[src/shared/jog_remote_params.svh]
// Constants for the jog and remote speed block
`ifndef JOG_REMOTE_PARAMS_SVH
`define JOG_REMOTE_PARAMS_SVH
// Register byte offsets
`define OFS_JOG_FREQ 8'h00
`define OFS_JOG_RAMP 8'h04
`define OFS_CTRL 8'h08
`define OFS_REF_FREQ 8'h0C
`define OFS_BASE_FREQ 8'h10
`define OFS_MAX_FREQ 8'h14
`define OFS_ACCEL 8'h18
`define OFS_DECEL 8'h1C
`define OFS_SEC_ACCEL 8'h20
`define OFS_SEC_DECEL 8'h24
`define OFS_OUT_FREQ 8'h28
`define OFS_REMOTE 8'h2C
`define OFS_STORED 8'h30
// Control register fields
`define CTRL_RES_BIT 0
`define CTRL_PAT_LSB 1
`define CTRL_OP_LSB 3
`define CTRL_FN_LSB 6
// Reset values; frequency in 0.01 Hz, times in resolution units
`define RST_JOG_FREQ 16'h01F4
`define RST_JOG_RAMP 16'h0005
`define RST_REF_FREQ 16'h1770
`define RST_BASE_FREQ 16'h1770
`define RST_MAX_FREQ 16'h2EE0
`define RST_RAMP 16'h0032
`define NO_SETTING 16'h270F
// Setting codes
`define PAT_S_CURVE_A 2'h1
`define OP_PANEL_EXT 3'h4
`define OP_NO_JOG_A 3'h3
`define OP_NO_JOG_B 3'h6
`define FN_MULTI 2'h0
`define FN_STORE 2'h1
`define FN_CLEAR_ON_STOP 2'h3
// Timing
`define CLK_HZ 50_000_000
`define TICK_US 1000
`define MINUTE_S 60
`define TENTH_US 100_000
`define HUNDREDTH_US 10_000
`endif

[src/shared/jog_remote_pkg.sv]
// Types for the jog and remote speed block
package jog_remote_pkg;
  typedef enum logic [0:0] {NV_BOOT, NV_RUN} nv_state_t;
  typedef logic [15:0] freq_t;
endpackage : jog_remote_pkg

[src/rtl/jog_remote_speed.sv]
// Jog and remote set-point frequency logic with APB registers
// How it works
// RQ1: Jog runs at the jog frequency, 5 Hz
// RQ2: One jog ramp time, 0.5 s, both ways
// RQ3: Resolution 0: 0.1 s steps, 1: 0.01 s
// RQ4: Panel jog runs only while run held
// RQ5: S-curve A ramps against base frequency
// RQ6: Second ramp select ignored during jog
// RQ7: Mode 4: keys start, stop key stops; start inputs also run in mode 4, and the stop key does not stop them
// RQ8: Panel jog disabled in modes 3, 6
// RQ9: Function 0 multi-speed, 1 store, 2 no store
// RQ10: Function 3 clears set point when stopped
// RQ11: High raises, middle lowers, low clears
// RQ12: Remote amount adds to external command
// RQ13: Stored set point restored after power-up
// RQ14: Store set point when start turns off
// RQ15: Store each idle minute if value changed
// RQ16: Amount held within zero and maximum
// RQ17: Remote ramp uses second or longer times
// RQ18: Raise and lower work while stopped
// RQ19: Operator avoids storing under frequent changes
// RQ20: Remote ignored during jog or process control
// RQ21: Early power loss keeps older stored value
// RQ22: Late power loss keeps cleared value
// RQ23: Step rate is reference over ramp time
`include "jog_remote_params.svh"
module jog_remote_speed #(
  parameter int TICK_CYC = (`CLK_HZ / 1_000_000) * `TICK_US,
  parameter int MINUTE_TICKS = (`MINUTE_S * 1_000_000) / `TICK_US
) (
  input wire logic sys_clk_i,
  input wire logic rst_i,
  input wire logic psel_i,
  input wire logic penable_i,
  input wire logic pwrite_i,
  input wire logic [7:0] paddr_i,
  input wire logic [31:0] pwdata_i,
  output logic [31:0] prdata_o,
  output logic pready_o,
  output logic pslverr_o,
  input wire logic high_contact_input_i,
  input wire logic middle_contact_input_i,
  input wire logic low_contact_input_i,
  input wire logic forward_start_input_i,
  input wire logic reverse_start_input_i,
  input wire logic second_function_select_input_i,
  input wire logic panel_jog_select_i,
  input wire logic run_key_i,
  input wire logic forward_key_i,
  input wire logic reverse_key_i,
  input wire logic stop_key_i,
  input wire logic process_control_active_i,
  input wire jog_remote_pkg::freq_t ext_freq_i,
  input wire jog_remote_pkg::freq_t nv_data_i,
  output logic nv_write_o,
  output jog_remote_pkg::freq_t nv_data_o,
  output logic [16:0] run_freq_o,
  output logic run_o,
  output logic second_ramp_sel_o,
  output logic multi_speed_en_o
);
  import jog_remote_pkg::*;

  localparam int TENTH_TICKS = `TENTH_US / `TICK_US;
  localparam int HUNDREDTH_TICKS = `HUNDREDTH_US / `TICK_US;

  freq_t jog_freq_r, jog_ramp_r, ref_r, base_r, max_r;
  freq_t accel_r, decel_r, sec_accel_r, sec_decel_r;
  logic res_r;
  logic [1:0] pat_r, fn_r;
  logic [2:0] op_r;
  freq_t jog_out_r, remote_r, stored_r;
  nv_state_t nv_state_r;
  logic run_latch_r, start_any_d_r, raise_d_r, lower_d_r;
  logic [10:0] pin_meta_r, pin_sync_r;
  logic [31:0] tick_cnt_r, min_cnt_r;
  logic tick_r, minute_r;

  // Contact and key pins cross in through two flops
  always_ff @(posedge sys_clk_i) begin
    if (rst_i) begin
      pin_meta_r <= 11'h000;
      pin_sync_r <= 11'h000;
    end else begin
      pin_meta_r <= {high_contact_input_i, middle_contact_input_i, low_contact_input_i,
                     forward_start_input_i, reverse_start_input_i,
                     second_function_select_input_i, panel_jog_select_i, run_key_i,
                     forward_key_i, reverse_key_i, stop_key_i};
      pin_sync_r <= pin_meta_r;
    end
  end

  logic raise_s, lower_s, clear_s, start_f_s, start_r_s, second_sel_s;
  logic jsel_s, run_s, fkey_s, rkey_s, stop_s;
  assign {raise_s, lower_s, clear_s, start_f_s, start_r_s, second_sel_s, jsel_s, run_s, fkey_s,
          rkey_s, stop_s} = pin_sync_r;

  // Control tick and minute timer
  always_ff @(posedge sys_clk_i) begin
    if (rst_i || tick_cnt_r == 32'(TICK_CYC - 1)) begin
      tick_cnt_r <= 32'h0000_0000;
    end else begin
      tick_cnt_r <= tick_cnt_r + 32'h0000_0001;
    end
  end
  always_ff @(posedge sys_clk_i) begin
    tick_r <= !rst_i && tick_cnt_r == 32'(TICK_CYC - 1);
  end

  // RQ15 idle minute count
  // Only raise and lower edges restart it; clear has no say
  always_ff @(posedge sys_clk_i) begin
    if (rst_i || raise_s != raise_d_r || lower_s != lower_d_r) begin
      min_cnt_r <= 32'h0000_0000;
      minute_r <= 1'b0;
    end else if (tick_r) begin
      minute_r <= min_cnt_r == 32'(MINUTE_TICKS - 1);
      min_cnt_r <= (min_cnt_r == 32'(MINUTE_TICKS - 1)) ? 32'h0000_0000
                                                        : min_cnt_r + 32'h0000_0001;
    end else begin
      minute_r <= 1'b0;
    end
  end

  // RQ8 panel jog gated by mode
  logic jog_allowed, jog_active, jog_busy, remote_en, remote_live;
  assign jog_allowed = op_r != `OP_NO_JOG_A && op_r != `OP_NO_JOG_B;
  // RQ4 jog only while run key held
  assign jog_active = jsel_s && jog_allowed && run_s;
  assign jog_busy = jog_active || jog_out_r != 16'h0000;
  // RQ9 function select enables remote
  assign remote_en = fn_r != `FN_MULTI;
  // RQ20 remote frozen during jog or control
  assign remote_live = remote_en && !jog_busy && !process_control_active_i &&
                       nv_state_r == NV_RUN;

  // RQ7 panel keys start and stop in mode 4
  always_ff @(posedge sys_clk_i) begin
    if (rst_i || op_r != `OP_PANEL_EXT || stop_s) begin
      run_latch_r <= 1'b0;
    end else if (run_s || fkey_s || rkey_s) begin
      run_latch_r <= 1'b1;
    end
  end
  logic start_any;
  assign start_any = (op_r == `OP_PANEL_EXT) ? (run_latch_r || start_f_s || start_r_s) :
                     (start_f_s || start_r_s);

  // RQ3 time units to ticks
  logic [23:0] unit_ticks;
  assign unit_ticks = res_r ? 24'(HUNDREDTH_TICKS) : 24'(TENTH_TICKS);

  // RQ17 remote ramp choice
  freq_t sec_dn, up_time, dn_time;
  assign sec_dn = (sec_decel_r == `NO_SETTING) ? sec_accel_r : sec_decel_r;
  assign up_time = (second_sel_s || sec_accel_r >= accel_r) ? sec_accel_r : accel_r;
  assign dn_time = (second_sel_s || sec_dn >= decel_r) ? sec_dn : decel_r;

  logic [1:0] ch_active, ch_step, ch_jump;
  logic [23:0] ch_ticks [2];
  freq_t ch_ref [2];
  freq_t jog_target;
  logic raise_req, lower_req;
  assign jog_target = jog_active ? jog_freq_r : 16'h0000;
  assign raise_req = remote_live && raise_s && !lower_s && remote_r < max_r;
  assign lower_req = remote_live && lower_s && !raise_s && remote_r != 16'h0000;
  assign ch_active = {raise_req || lower_req, jog_out_r != jog_target};
  // RQ2 jog ramp time shared both ways
  assign ch_ticks[0] = 24'(jog_ramp_r) * unit_ticks;
  assign ch_ticks[1] = 24'(raise_s ? up_time : dn_time) * unit_ticks;
  // RQ5 S-curve A ramps against base
  assign ch_ref[0] = (pat_r == `PAT_S_CURVE_A) ? base_r : ref_r;
  assign ch_ref[1] = ref_r;

  // RQ23 rate accumulators
  for (genvar c = 0; c < 2; c++) begin : g_ramp
    logic [23:0] acc_r;
    always_ff @(posedge sys_clk_i) begin
      if (rst_i || !ch_active[c]) begin
        acc_r <= 24'h00_0000;
      end else if (tick_r) begin
        acc_r <= acc_r + 24'(ch_ref[c]);
      end else if (ch_step[c]) begin
        acc_r <= acc_r - ch_ticks[c];
      end
    end
    assign ch_step[c] = ch_active[c] && !tick_r && ch_ticks[c] != 24'h00_0000 &&
                        acc_r >= ch_ticks[c];
    assign ch_jump[c] = ch_active[c] && ch_ticks[c] == 24'h00_0000;
  end

  // RQ1 jog output ramps to jog frequency
  always_ff @(posedge sys_clk_i) begin
    if (rst_i || ch_jump[0]) begin
      jog_out_r <= rst_i ? 16'h0000 : jog_target;
    end else if (ch_step[0]) begin
      jog_out_r <= (jog_out_r < jog_target) ? jog_out_r + 16'h0001 : jog_out_r - 16'h0001;
    end
  end

  // Boot waits for software to choose a remote mode
  always_ff @(posedge sys_clk_i) begin
    if (rst_i) begin
      nv_state_r <= NV_BOOT;
    end else begin
      case (nv_state_r)
        NV_BOOT: if (remote_en) nv_state_r <= NV_RUN;
        NV_RUN: nv_state_r <= NV_RUN;
        default: nv_state_r <= NV_BOOT;
      endcase
    end
  end

  // RQ11 raise, lower and clear contacts
  always_ff @(posedge sys_clk_i) begin
    if (rst_i) begin
      remote_r <= 16'h0000;
    end else if (nv_state_r == NV_BOOT) begin
      // RQ13 restore stored set point
      remote_r <= (fn_r == `FN_STORE) ? nv_data_i : 16'h0000;
    end else if (!remote_live) begin
      remote_r <= remote_r;
    // RQ10 clear as start turns off
    // Edge, not level, so raise still works while stopped
    end else if (clear_s || (fn_r == `FN_CLEAR_ON_STOP && start_any_d_r && !start_any)) begin
      remote_r <= 16'h0000;
    // RQ16 keep within maximum
    end else if (remote_r > max_r) begin
      remote_r <= max_r;
    // RQ18 steps regardless of start state
    end else if (ch_jump[1]) begin
      remote_r <= raise_req ? max_r : 16'h0000;
    end else if (ch_step[1]) begin
      remote_r <= raise_req ? remote_r + 16'h0001 : remote_r - 16'h0001;
    end
  end

  always_ff @(posedge sys_clk_i) begin
    if (rst_i) begin
      start_any_d_r <= 1'b0;
      raise_d_r <= 1'b0;
      lower_d_r <= 1'b0;
    end else begin
      start_any_d_r <= start_any;
      raise_d_r <= raise_s;
      lower_d_r <= lower_s;
    end
  end

  // RQ14 store on start falling edge
  // RQ15 store on idle minute if changed
  // RQ22 cleared value saved at the next idle minute
  logic store_now;
  assign store_now = fn_r == `FN_STORE && nv_state_r == NV_RUN &&
                     ((start_any_d_r && !start_any) || (minute_r && remote_r != stored_r));
  always_ff @(posedge sys_clk_i) begin
    if (rst_i) begin
      nv_write_o <= 1'b0;
      nv_data_o <= 16'h0000;
    end else begin
      nv_write_o <= store_now;
      if (store_now) nv_data_o <= remote_r;
    end
  end
  // RQ21 stored copy loads the boot value, then tracks the last write
  always_ff @(posedge sys_clk_i) begin
    if (rst_i) begin
      stored_r <= 16'h0000;
    end else if (nv_state_r == NV_BOOT) begin
      stored_r <= nv_data_i;
    end else if (store_now) begin
      stored_r <= remote_r;
    end
  end

  // RQ12 running frequency sum
  always_ff @(posedge sys_clk_i) begin
    if (rst_i) begin
      run_freq_o <= 17'h0_0000;
      run_o <= 1'b0;
      second_ramp_sel_o <= 1'b0;
      multi_speed_en_o <= 1'b1;
    end else begin
      run_freq_o <= jog_busy ? {1'b0, jog_out_r} :
                    remote_live ? {1'b0, ext_freq_i} + {1'b0, remote_r} : {1'b0, ext_freq_i};
      run_o <= jog_busy || start_any;
      // RQ6 second ramps blocked in jog
      second_ramp_sel_o <= second_sel_s && !jog_busy;
      multi_speed_en_o <= !remote_en;
    end
  end

  // APB slave with no wait states
  logic setup, wr_en, hit;
  logic [31:0] rd_val;
  assign setup = psel_i && !penable_i;
  assign wr_en = psel_i && penable_i && pready_o && pwrite_i && !pslverr_o;
  always_comb begin
    hit = 1'b1;
    rd_val = 32'h0000_0000;
    case (paddr_i)
      `OFS_JOG_FREQ: rd_val = {16'h0000, jog_freq_r};
      `OFS_JOG_RAMP: rd_val = {16'h0000, jog_ramp_r};
      `OFS_CTRL: rd_val = {24'h00_0000, fn_r, op_r, pat_r, res_r};
      `OFS_REF_FREQ: rd_val = {16'h0000, ref_r};
      `OFS_BASE_FREQ: rd_val = {16'h0000, base_r};
      `OFS_MAX_FREQ: rd_val = {16'h0000, max_r};
      `OFS_ACCEL: rd_val = {16'h0000, accel_r};
      `OFS_DECEL: rd_val = {16'h0000, decel_r};
      `OFS_SEC_ACCEL: rd_val = {16'h0000, sec_accel_r};
      `OFS_SEC_DECEL: rd_val = {16'h0000, sec_decel_r};
      `OFS_OUT_FREQ: rd_val = {15'h0000, run_freq_o};
      `OFS_REMOTE: rd_val = {16'h0000, remote_r};
      `OFS_STORED: rd_val = {16'h0000, stored_r};
      default: hit = 1'b0;
    endcase
  end
  always_ff @(posedge sys_clk_i) begin
    if (rst_i) begin
      pready_o <= 1'b0;
      pslverr_o <= 1'b0;
      prdata_o <= 32'h0000_0000;
    end else begin
      pready_o <= setup;
      pslverr_o <= setup && !hit;
      if (setup) prdata_o <= pwrite_i ? 32'h0000_0000 : rd_val;
    end
  end
  always_ff @(posedge sys_clk_i) begin
    if (rst_i) begin
      jog_freq_r <= `RST_JOG_FREQ;
      jog_ramp_r <= `RST_JOG_RAMP;
      {fn_r, op_r, pat_r, res_r} <= 8'h00;
      ref_r <= `RST_REF_FREQ;
      base_r <= `RST_BASE_FREQ;
      max_r <= `RST_MAX_FREQ;
      accel_r <= `RST_RAMP;
      decel_r <= `RST_RAMP;
      sec_accel_r <= `RST_RAMP;
      sec_decel_r <= `NO_SETTING;
    end else if (wr_en) begin
      case (paddr_i)
        `OFS_JOG_FREQ: jog_freq_r <= pwdata_i[15:0];
        `OFS_JOG_RAMP: jog_ramp_r <= pwdata_i[15:0];
        `OFS_CTRL: {fn_r, op_r, pat_r, res_r} <= pwdata_i[7:0];
        `OFS_REF_FREQ: ref_r <= pwdata_i[15:0];
        `OFS_BASE_FREQ: base_r <= pwdata_i[15:0];
        `OFS_MAX_FREQ: max_r <= pwdata_i[15:0];
        `OFS_ACCEL: accel_r <= pwdata_i[15:0];
        `OFS_DECEL: decel_r <= pwdata_i[15:0];
        `OFS_SEC_ACCEL: sec_accel_r <= pwdata_i[15:0];
        `OFS_SEC_DECEL: sec_decel_r <= pwdata_i[15:0];
        default: jog_freq_r <= jog_freq_r;
      endcase
    end
  end
endmodule : jog_remote_speed

[config.mk]
export PLATFORM = sky130hd
export DESIGN_NAME = jog_remote_speed
export DESIGN_NICKNAME = d
export VERILOG_FILES = /design/src/shared/jog_remote_pkg.sv /design/src/rtl/jog_remote_speed.sv
export VERILOG_INCLUDE_DIRS = /design/src /design/src/shared
export SDC_FILE = /design/constraint.sdc
export NUM_CORES = 2
export LEC_CHECK = 0
export BUFFER_PORTS_ARGS = -buffer_cell sky130_fd_sc_hd__buf_2
export CAP_MARGIN = 20
export CORE_UTILIZATION = 42
export CTS_BUF_LIST = sky130_fd_sc_hd__clkbuf_4 sky130_fd_sc_hd__clkbuf_8 sky130_fd_sc_hd__clkbuf_16
export CTS_CLUSTER_DIAMETER = 40
export DETAILED_ROUTE_END_ITERATION = 8
export GPL_TIMING_DRIVEN = 0
export PLACE_DENSITY = 0.55
export SLEW_MARGIN = 0
export SYNTH_ARGS = -nofsm -noshare
export SYNTH_HDL_FRONTEND = slang
export SYNTH_SLANG_ARGS = --single-unit
[constraint.sdc]
create_clock -name sys_clk_i -period 10.69 [get_ports sys_clk_i]
set_clock_uncertainty 0.05 [all_clocks]
set_input_delay 1.069 -clock sys_clk_i [delete_from_list [all_inputs] [get_ports sys_clk_i]]
set_output_delay 1.069 -clock sys_clk_i [all_outputs]
set_load 0.02 [all_outputs]
=== Yosys cells after proc, flatten, opt, wreduce, memory -nomap -nowiden ===
Index checks and enable logic that the tools add are counted.

* Bits of input ports: 89
* Bits in registers: 412
* Output and inout port bits: 71

* Reductions and logical operators: 92
* $add $sub $neg: 11
* Eq/ne operators: 29
* $lt $le $gt $ge: 7
* $mul: 2
* Multiplexer cells: 35
* Bitwise logic cells: 3

{| class="wikitable"
|+ Operators with widths
! operator !! number
|-
| 16-bit two-way mux || 23
|-
| 17-bit case mux with 13 select lines || 1
|-
| 24-bit two-way mux || 4
|-
| 32-bit by 1-bit adder with 32-bit output, second input constant || 2
|-
| 32-bit by 16-bit equality test with 1-bit output, second input constant || 2
|-
| 32-bit two-way mux || 2
|-
| 24-bit by 16-bit adder with 24-bit output || 2
|-
| 24-bit by 23-bit >= comparator with 1-bit output || 2
|-
| 24-bit zero test || 2
|-
| 24-bit nonzero test || 2
|-
| 24-bit by 23-bit subtractor with 24-bit output || 2
|-
| 16-bit by 7-bit multiplier with 23-bit output || 2
|-
| 8-bit by 6-bit equality test with 1-bit output, second input constant || 5
|-
| 1-bit logical AND || 34
|-
| 16-bit by 1-bit adder with 16-bit output, second input constant || 2
|-
| 8-bit by 5-bit equality test with 1-bit output, second input constant || 4
|-
| 16-bit >= comparator || 2
|-
| 16-bit < comparator || 2
|-
| 16-bit != test || 2
|-
| 16-bit nonzero test || 2
|-
| 16-bit by 1-bit subtractor with 16-bit output, second input constant || 2
|-
| 2-bit AND reduction || 11
|-
| 1-bit logical OR || 20
|-
| 16-bit by 16-bit adder with 17-bit output || 1
|-
| other kinds (22) || 46
|}

=== Longest topological paths before layout ===
* Depth after elaboration: 22
* Depth in mapped cells: 46
* Gate-level depth less buffers: 41

=== Worst setup path after synthesis ===
No wires, ideal clock.

* Path type: flip-flop to flip-flop
* From: register sec_decel_r[2]
* To: register g_ramp[1].acc_r[23]
* Stages on the path, launching flop included: 39
* Required time: 10512 ps
* Library setup time: 128 ps
* Slack: 928 ps
* Buffers on the path: 4
* Data arrival time: 9584 ps
* Period minus slack after synthesis: 9762 ps
* Cell sequence: dfxtp_1 nor4bb_1 nand4_1 or2_2 clkbuf_1 o21a_1 ha_1 nand4_1 or4_1 o32a_1 nand2_1 buf_1 clkbuf_1 nand2_1 o21ai_0 o21ai_0 or2_2 fa_1 (+3 left out) ha_1 ha_1 nand3_1 o211ai_1 or4_1 and3_1 or2_2 ha_1 nor3b_1 a31oi_1 a21bo_2 o21ai_0 a2111oi_0 o41ai_2 buf_2 o32ai_1 xnor2_1 nor2_1

* Word-level cells in the longest chain between the ends: 11
* Elaborated cells between the ends (all ways): 15
* Those cells by class: 1 x add/sub; 1 x mul; 2 x order compare; 1 x eq/ne; 5 x mux; 5 x reduce/logical

{| class="wikitable"
|+ RTL lines
! item !! line !! source
|-
| start, declared || jog_remote_speed.sv:68 || <nowiki>freq_t accel_r, decel_r, sec_accel_r, sec_decel_r;</nowiki>
|-
| start signal, assigned || jog_remote_speed.sv:340 || <nowiki>sec_decel_r <= `NO_SETTING;</nowiki>
|-
| start signal, assigned || jog_remote_speed.sv:352 || <nowiki>`OFS_SEC_DECEL: sec_decel_r <= pwdata_i[15:0];</nowiki>
|-
| 16-bit by 14-bit equality test with 1-bit output (no line) || n/a ||
|-
| 16-bit two-way mux (*) || jog_remote_speed.sv:155 || <nowiki>assign sec_dn = (sec_decel_r == `NO_SETTING) ? sec_accel_r : sec_decel_r;</nowiki>
|-
| 16-bit >= comparator || jog_remote_speed.sv:157 || <nowiki>assign dn_time = (second_sel_s || sec_dn >= decel_r) ? sec_dn : decel_r;</nowiki>
|-
| 1-bit logical OR || jog_remote_speed.sv:157 ||
|-
| 16-bit two-way mux (*) || jog_remote_speed.sv:157 ||
|-
| 16-bit two-way mux (*) || jog_remote_speed.sv:170 || <nowiki>assign ch_ticks[1] = 24'(raise_s ? up_time : dn_time) * unit_ticks;</nowiki>
|-
| 16-bit by 7-bit multiplier with 23-bit output (*) || jog_remote_speed.sv:170 ||
|-
| branches (longest 4 deep; another with 24-bit by 23-bit subtractor with 24-bit output) || n/a ||
|-
| end signal, assigned || jog_remote_speed.sv:182 || <nowiki>acc_r <= acc_r + 24'(ch_ref[c]);</nowiki>
|-
| end signal, assigned || jog_remote_speed.sv:184 || <nowiki>acc_r <= acc_r - ch_ticks[c];</nowiki>
|-
| end, declared || jog_remote_speed.sv:177 || <nowiki>logic [23:0] acc_r;</nowiki>
|}

Mark *: on every way between the ends. The select of a mux whose other input is x is not followed.
A chain may end at the register's enable or synchronous reset.

=== Worst setup path in the final report ===
* From: register sec_decel_r[15]
* To: register g_ramp[1].acc_r[4]

The elaborated chain is that of the path after synthesis.

==> flow_summary.yaml <==
synth:
  synth.avg_cell_area_um2: 7.99
  synth.top_cells.by_area: "dfxtp_1, ha_1, nand2_1, a21oi_1, fa_1"
  yosysTopAreaCell: "dfxtp_1"
  synth-seq-cells: 397
  ys_types: 83
  synthArstFlopShare_pct: 0
  ys.flop_type: "dfxtp_1"
  synth_area_um2: 30400
  yosysSeqAreaShare_pct: 26.7
  synth_edf_count: 16
  yosysWarningCount: 0
  yosysTopAreaCellShare_pct: 25.1
  syn_inst: 3801
setup_path:
  end_kind: "flip-flop"
  cp-start-kind: "flip-flop"
  required_ns: 11.11
  path_delay_family: "simple AND/OR/NAND/NOR gates"
  critPathMaxStageDelay_ns: 0.56
  critPathSlowestCell: "or4_1"
  cp_num_buf_inv: 4
  worstSetupPathType: "reg2reg"
  cp_max_fo: 10
  crit_top_cell: "ha_1"
  critPathArrivalTime_ns: 10.66
flow_run:
  cap_violations: 0
cts:
  cts_sinks: 397
  cts_tree: "yes"
  cts_max_path_buffers: 3
  htree_num_levels: 3
  root_buffer: "clkbuf_16"
  clock_latency_ns: 0.63
  clk_pin_slew_ns: 0.06
  cts_buffers: 76
grt:
  grt_max_degree: 17
  grt_first_pass_wirelength_mm: 171
  antenna_found_initial: 3
  grt_overflow: 0
  grt.total_usage_pct: 30.6
  grt_pass1_vias: 27200
floorplan:
  die_w_um: 271
  die_h_um: 271
  initial_core_util_pct: 42.5
  rows: 98
  core-area_um2: 71500
  io_pins: 160
  die_area_um2: 73400
drt:
  dr.pass1.iters: 6
  drc: 0
  dr_total_vias: 29000
  drtAntennaViolNets: 0
  viasPerCell: 5.77
  wl_per_cell_um: 22.8
  drt_wl_total_mm: 115
  first_iter_violations: 2305
pwr:
  leakagePower_nw: 15.3
  cellPowerDensity_nw_per_um2: 164
  power_frac_comb_pct: 26.2
  swShare_pct: 33.4
  p_switching_mw: 1.93
  internal-power_mw: 3.84
  ir_drop_mv: 0.253
  power_frac_seq_pct: 30.2
  power_frac_clock_pct: 43.6
timing:
  maxSlewHeadroom_pct: 13.5
  period_minus_slack_ns: 10.25
  setup_tns_ns: 0
  finalMaxSlewViolations: 0
  period_share_pct: 95.8
  hold_viol: 0
  max_freq_mhz: 97.6
  tightest_slew_ns: 1.29
  setup_violations: 0
final_layout:
  drive_gt1_share_pct: 9.49
  area_delta_synth_final_pct: 15.8
  layout.nets: 4500
  finalNonFillerCells: 5029
  mostFrequentLayoutCells: "nand2_1, dfxtp_1, ha_1"
  post-route-util_pct: 49.2
  final_common_cell: "nand2_1"
place:
  portBuffers: 111
  gp_congestion: 1.04
  hpwl_mm: 90.5
  place_inst: 4886
run_status:
  outcome: "complete, no violations"
min_path:
  hold_path_class: "reg2reg"
[flip-flops by register name, summed over array words and instances (netlist names), 17 cells and up]
| signal | flops |
|---|---|
| run_freq_o | 17 |
| prdata_o | 17 |
| tick_cnt_r | 32 |
| min_cnt_r | 32 |
| g_ramp.acc_r | 48 |
[cell usage after synthesis (all sizes together), types with 17 or more instances]
| master | number |
|---|---|
| nand2 | 514 |
| dfxtp | 381 |
| ha | 327 |
| a21oi | 321 |
| nor2 | 268 |
| inv | 244 |
| o21ai | 158 |
| clkbuf | 144 |
| xor2 | 124 |
| nand3 | 109 |
| nor2b | 84 |
| xnor2 | 75 |
| a211oi | 73 |
| fa | 69 |
| nor3 | 66 |
| mux2i | 64 |
| a21o | 58 |
| nand4 | 51 |
| and2 | 42 |
| a221oi | 40 |
| o211ai | 38 |
| and3 | 37 |
| o21a | 37 |
| nor4 | 36 |
| a22oi | 35 |
| buf | 35 |
| a31oi | 33 |
| mux2 | 32 |
| nand2b | 31 |
| or2 | 30 |
| or3 | 29 |
| o22ai | 24 |
| o21bai | 17 |
[worst paths after layout]
kind,depth (start not counted),start,slack (ns),endpoint
setup / recovery,36,sec_decel_r[15],0.44,g_ramp[1].acc_r[4]
hold / removal,1,pin_sync_r[0],0.34,run_latch_r
setup reg to reg,36,sec_decel_r[15],0.44,g_ramp[1].acc_r[4]
hold reg to reg,1,pin_sync_r[0],0.34,run_latch_r
[worst reg2reg max path: cells and delay by family, from the launching register on]
family | cells | cell delay (ns)
adders and majority gates | 7 | 2.78
and+or+nand+nor | 15 | 4.01
DFF | 1 | 0.38
muxes | 2 | 0.40
buffers and inverters | 4 | 0.52
AOI/OAI and AO/OA | 8 | 1.95
[power groups by stage]
stage,Combinational [mW],Clock (mW),Sequential (mW)
4_1_cts,1.50,2.54,1.74
3_5_place_dp,1.49,0,1.77
5_1_grt,1.69,2.61,1.75
3_3_place_gp,1.48,0,1.77
6_report,1.51,2.51,1.74
2_1_floorplan,1.16,0,1.72
[what timing repair did]
action | 4_1_cts | 5_1_grt
setup endpoints to repair | 39 | 39
gates resized for setup | 21 | 35
hold buffers | 0 | 0
pin swaps | 0 | 7
buffers inserted | 0 | 1
hold endpoints to repair | 0 | 0
[metrics by stage]
| stage | cell area, um2 | power (mW) | setup WS, ns | hold WS (ns) |
|---|---|---|---|---|
| floorplan | 30400 | 2.88 | 0.928 | 0.324 |
| global placement | 32200 | 3.25 | -1.41 | 0.336 |
| detailed placement | 32200 | 3.26 | -1.44 | 0.337 |
| CTS | 35000 | 5.78 | 0.0245 | 0.345 |
| global route | 35200 | 6.05 | -0.00953 | 0.351 |
| finish | 35200 | 5.77 | 0.445 | 0.341 |
[kinds of logic after synthesis]
kind of cell	Yosys count	share of synthesized area, %
multiplexers	96	3.30
AND/OR/NAND/NOR	1343	20.9
adder cells (fa/ha/maj)	396	18.0
buffers and inverters	425	5.52
flip-flops	397	26.7
other	2	0.0247
AO/OA/AOI/OAI	943	19.8
XOR/XNOR	199	5.74
[routing by layer]
layer / GRT usage [%] / vias to the layer above / share of wire (%)
li1: - / 14000 / -
met1: 41.1 / 13600 / 45
met2: 47.0 / 1078 / 43
met3: 4.17 / 337 / 5.9
met4: 16.9 / 0 / 6.0
met5: 0 / - / 0
[layout make-up]
cell class              instances  area [um2]
clock buffers                  87        2030
flip-flops and latches        397        8110
multi-input cells            2995       20800
fillers                      7134       36300
well taps                     950        1190
clock inverters                53         676
diodes                          2        5.00
plain buffers                 177         763
inverters                     246         923
repair buffers                122         648
Note: power is estimated with default switching activity, not from simulation.
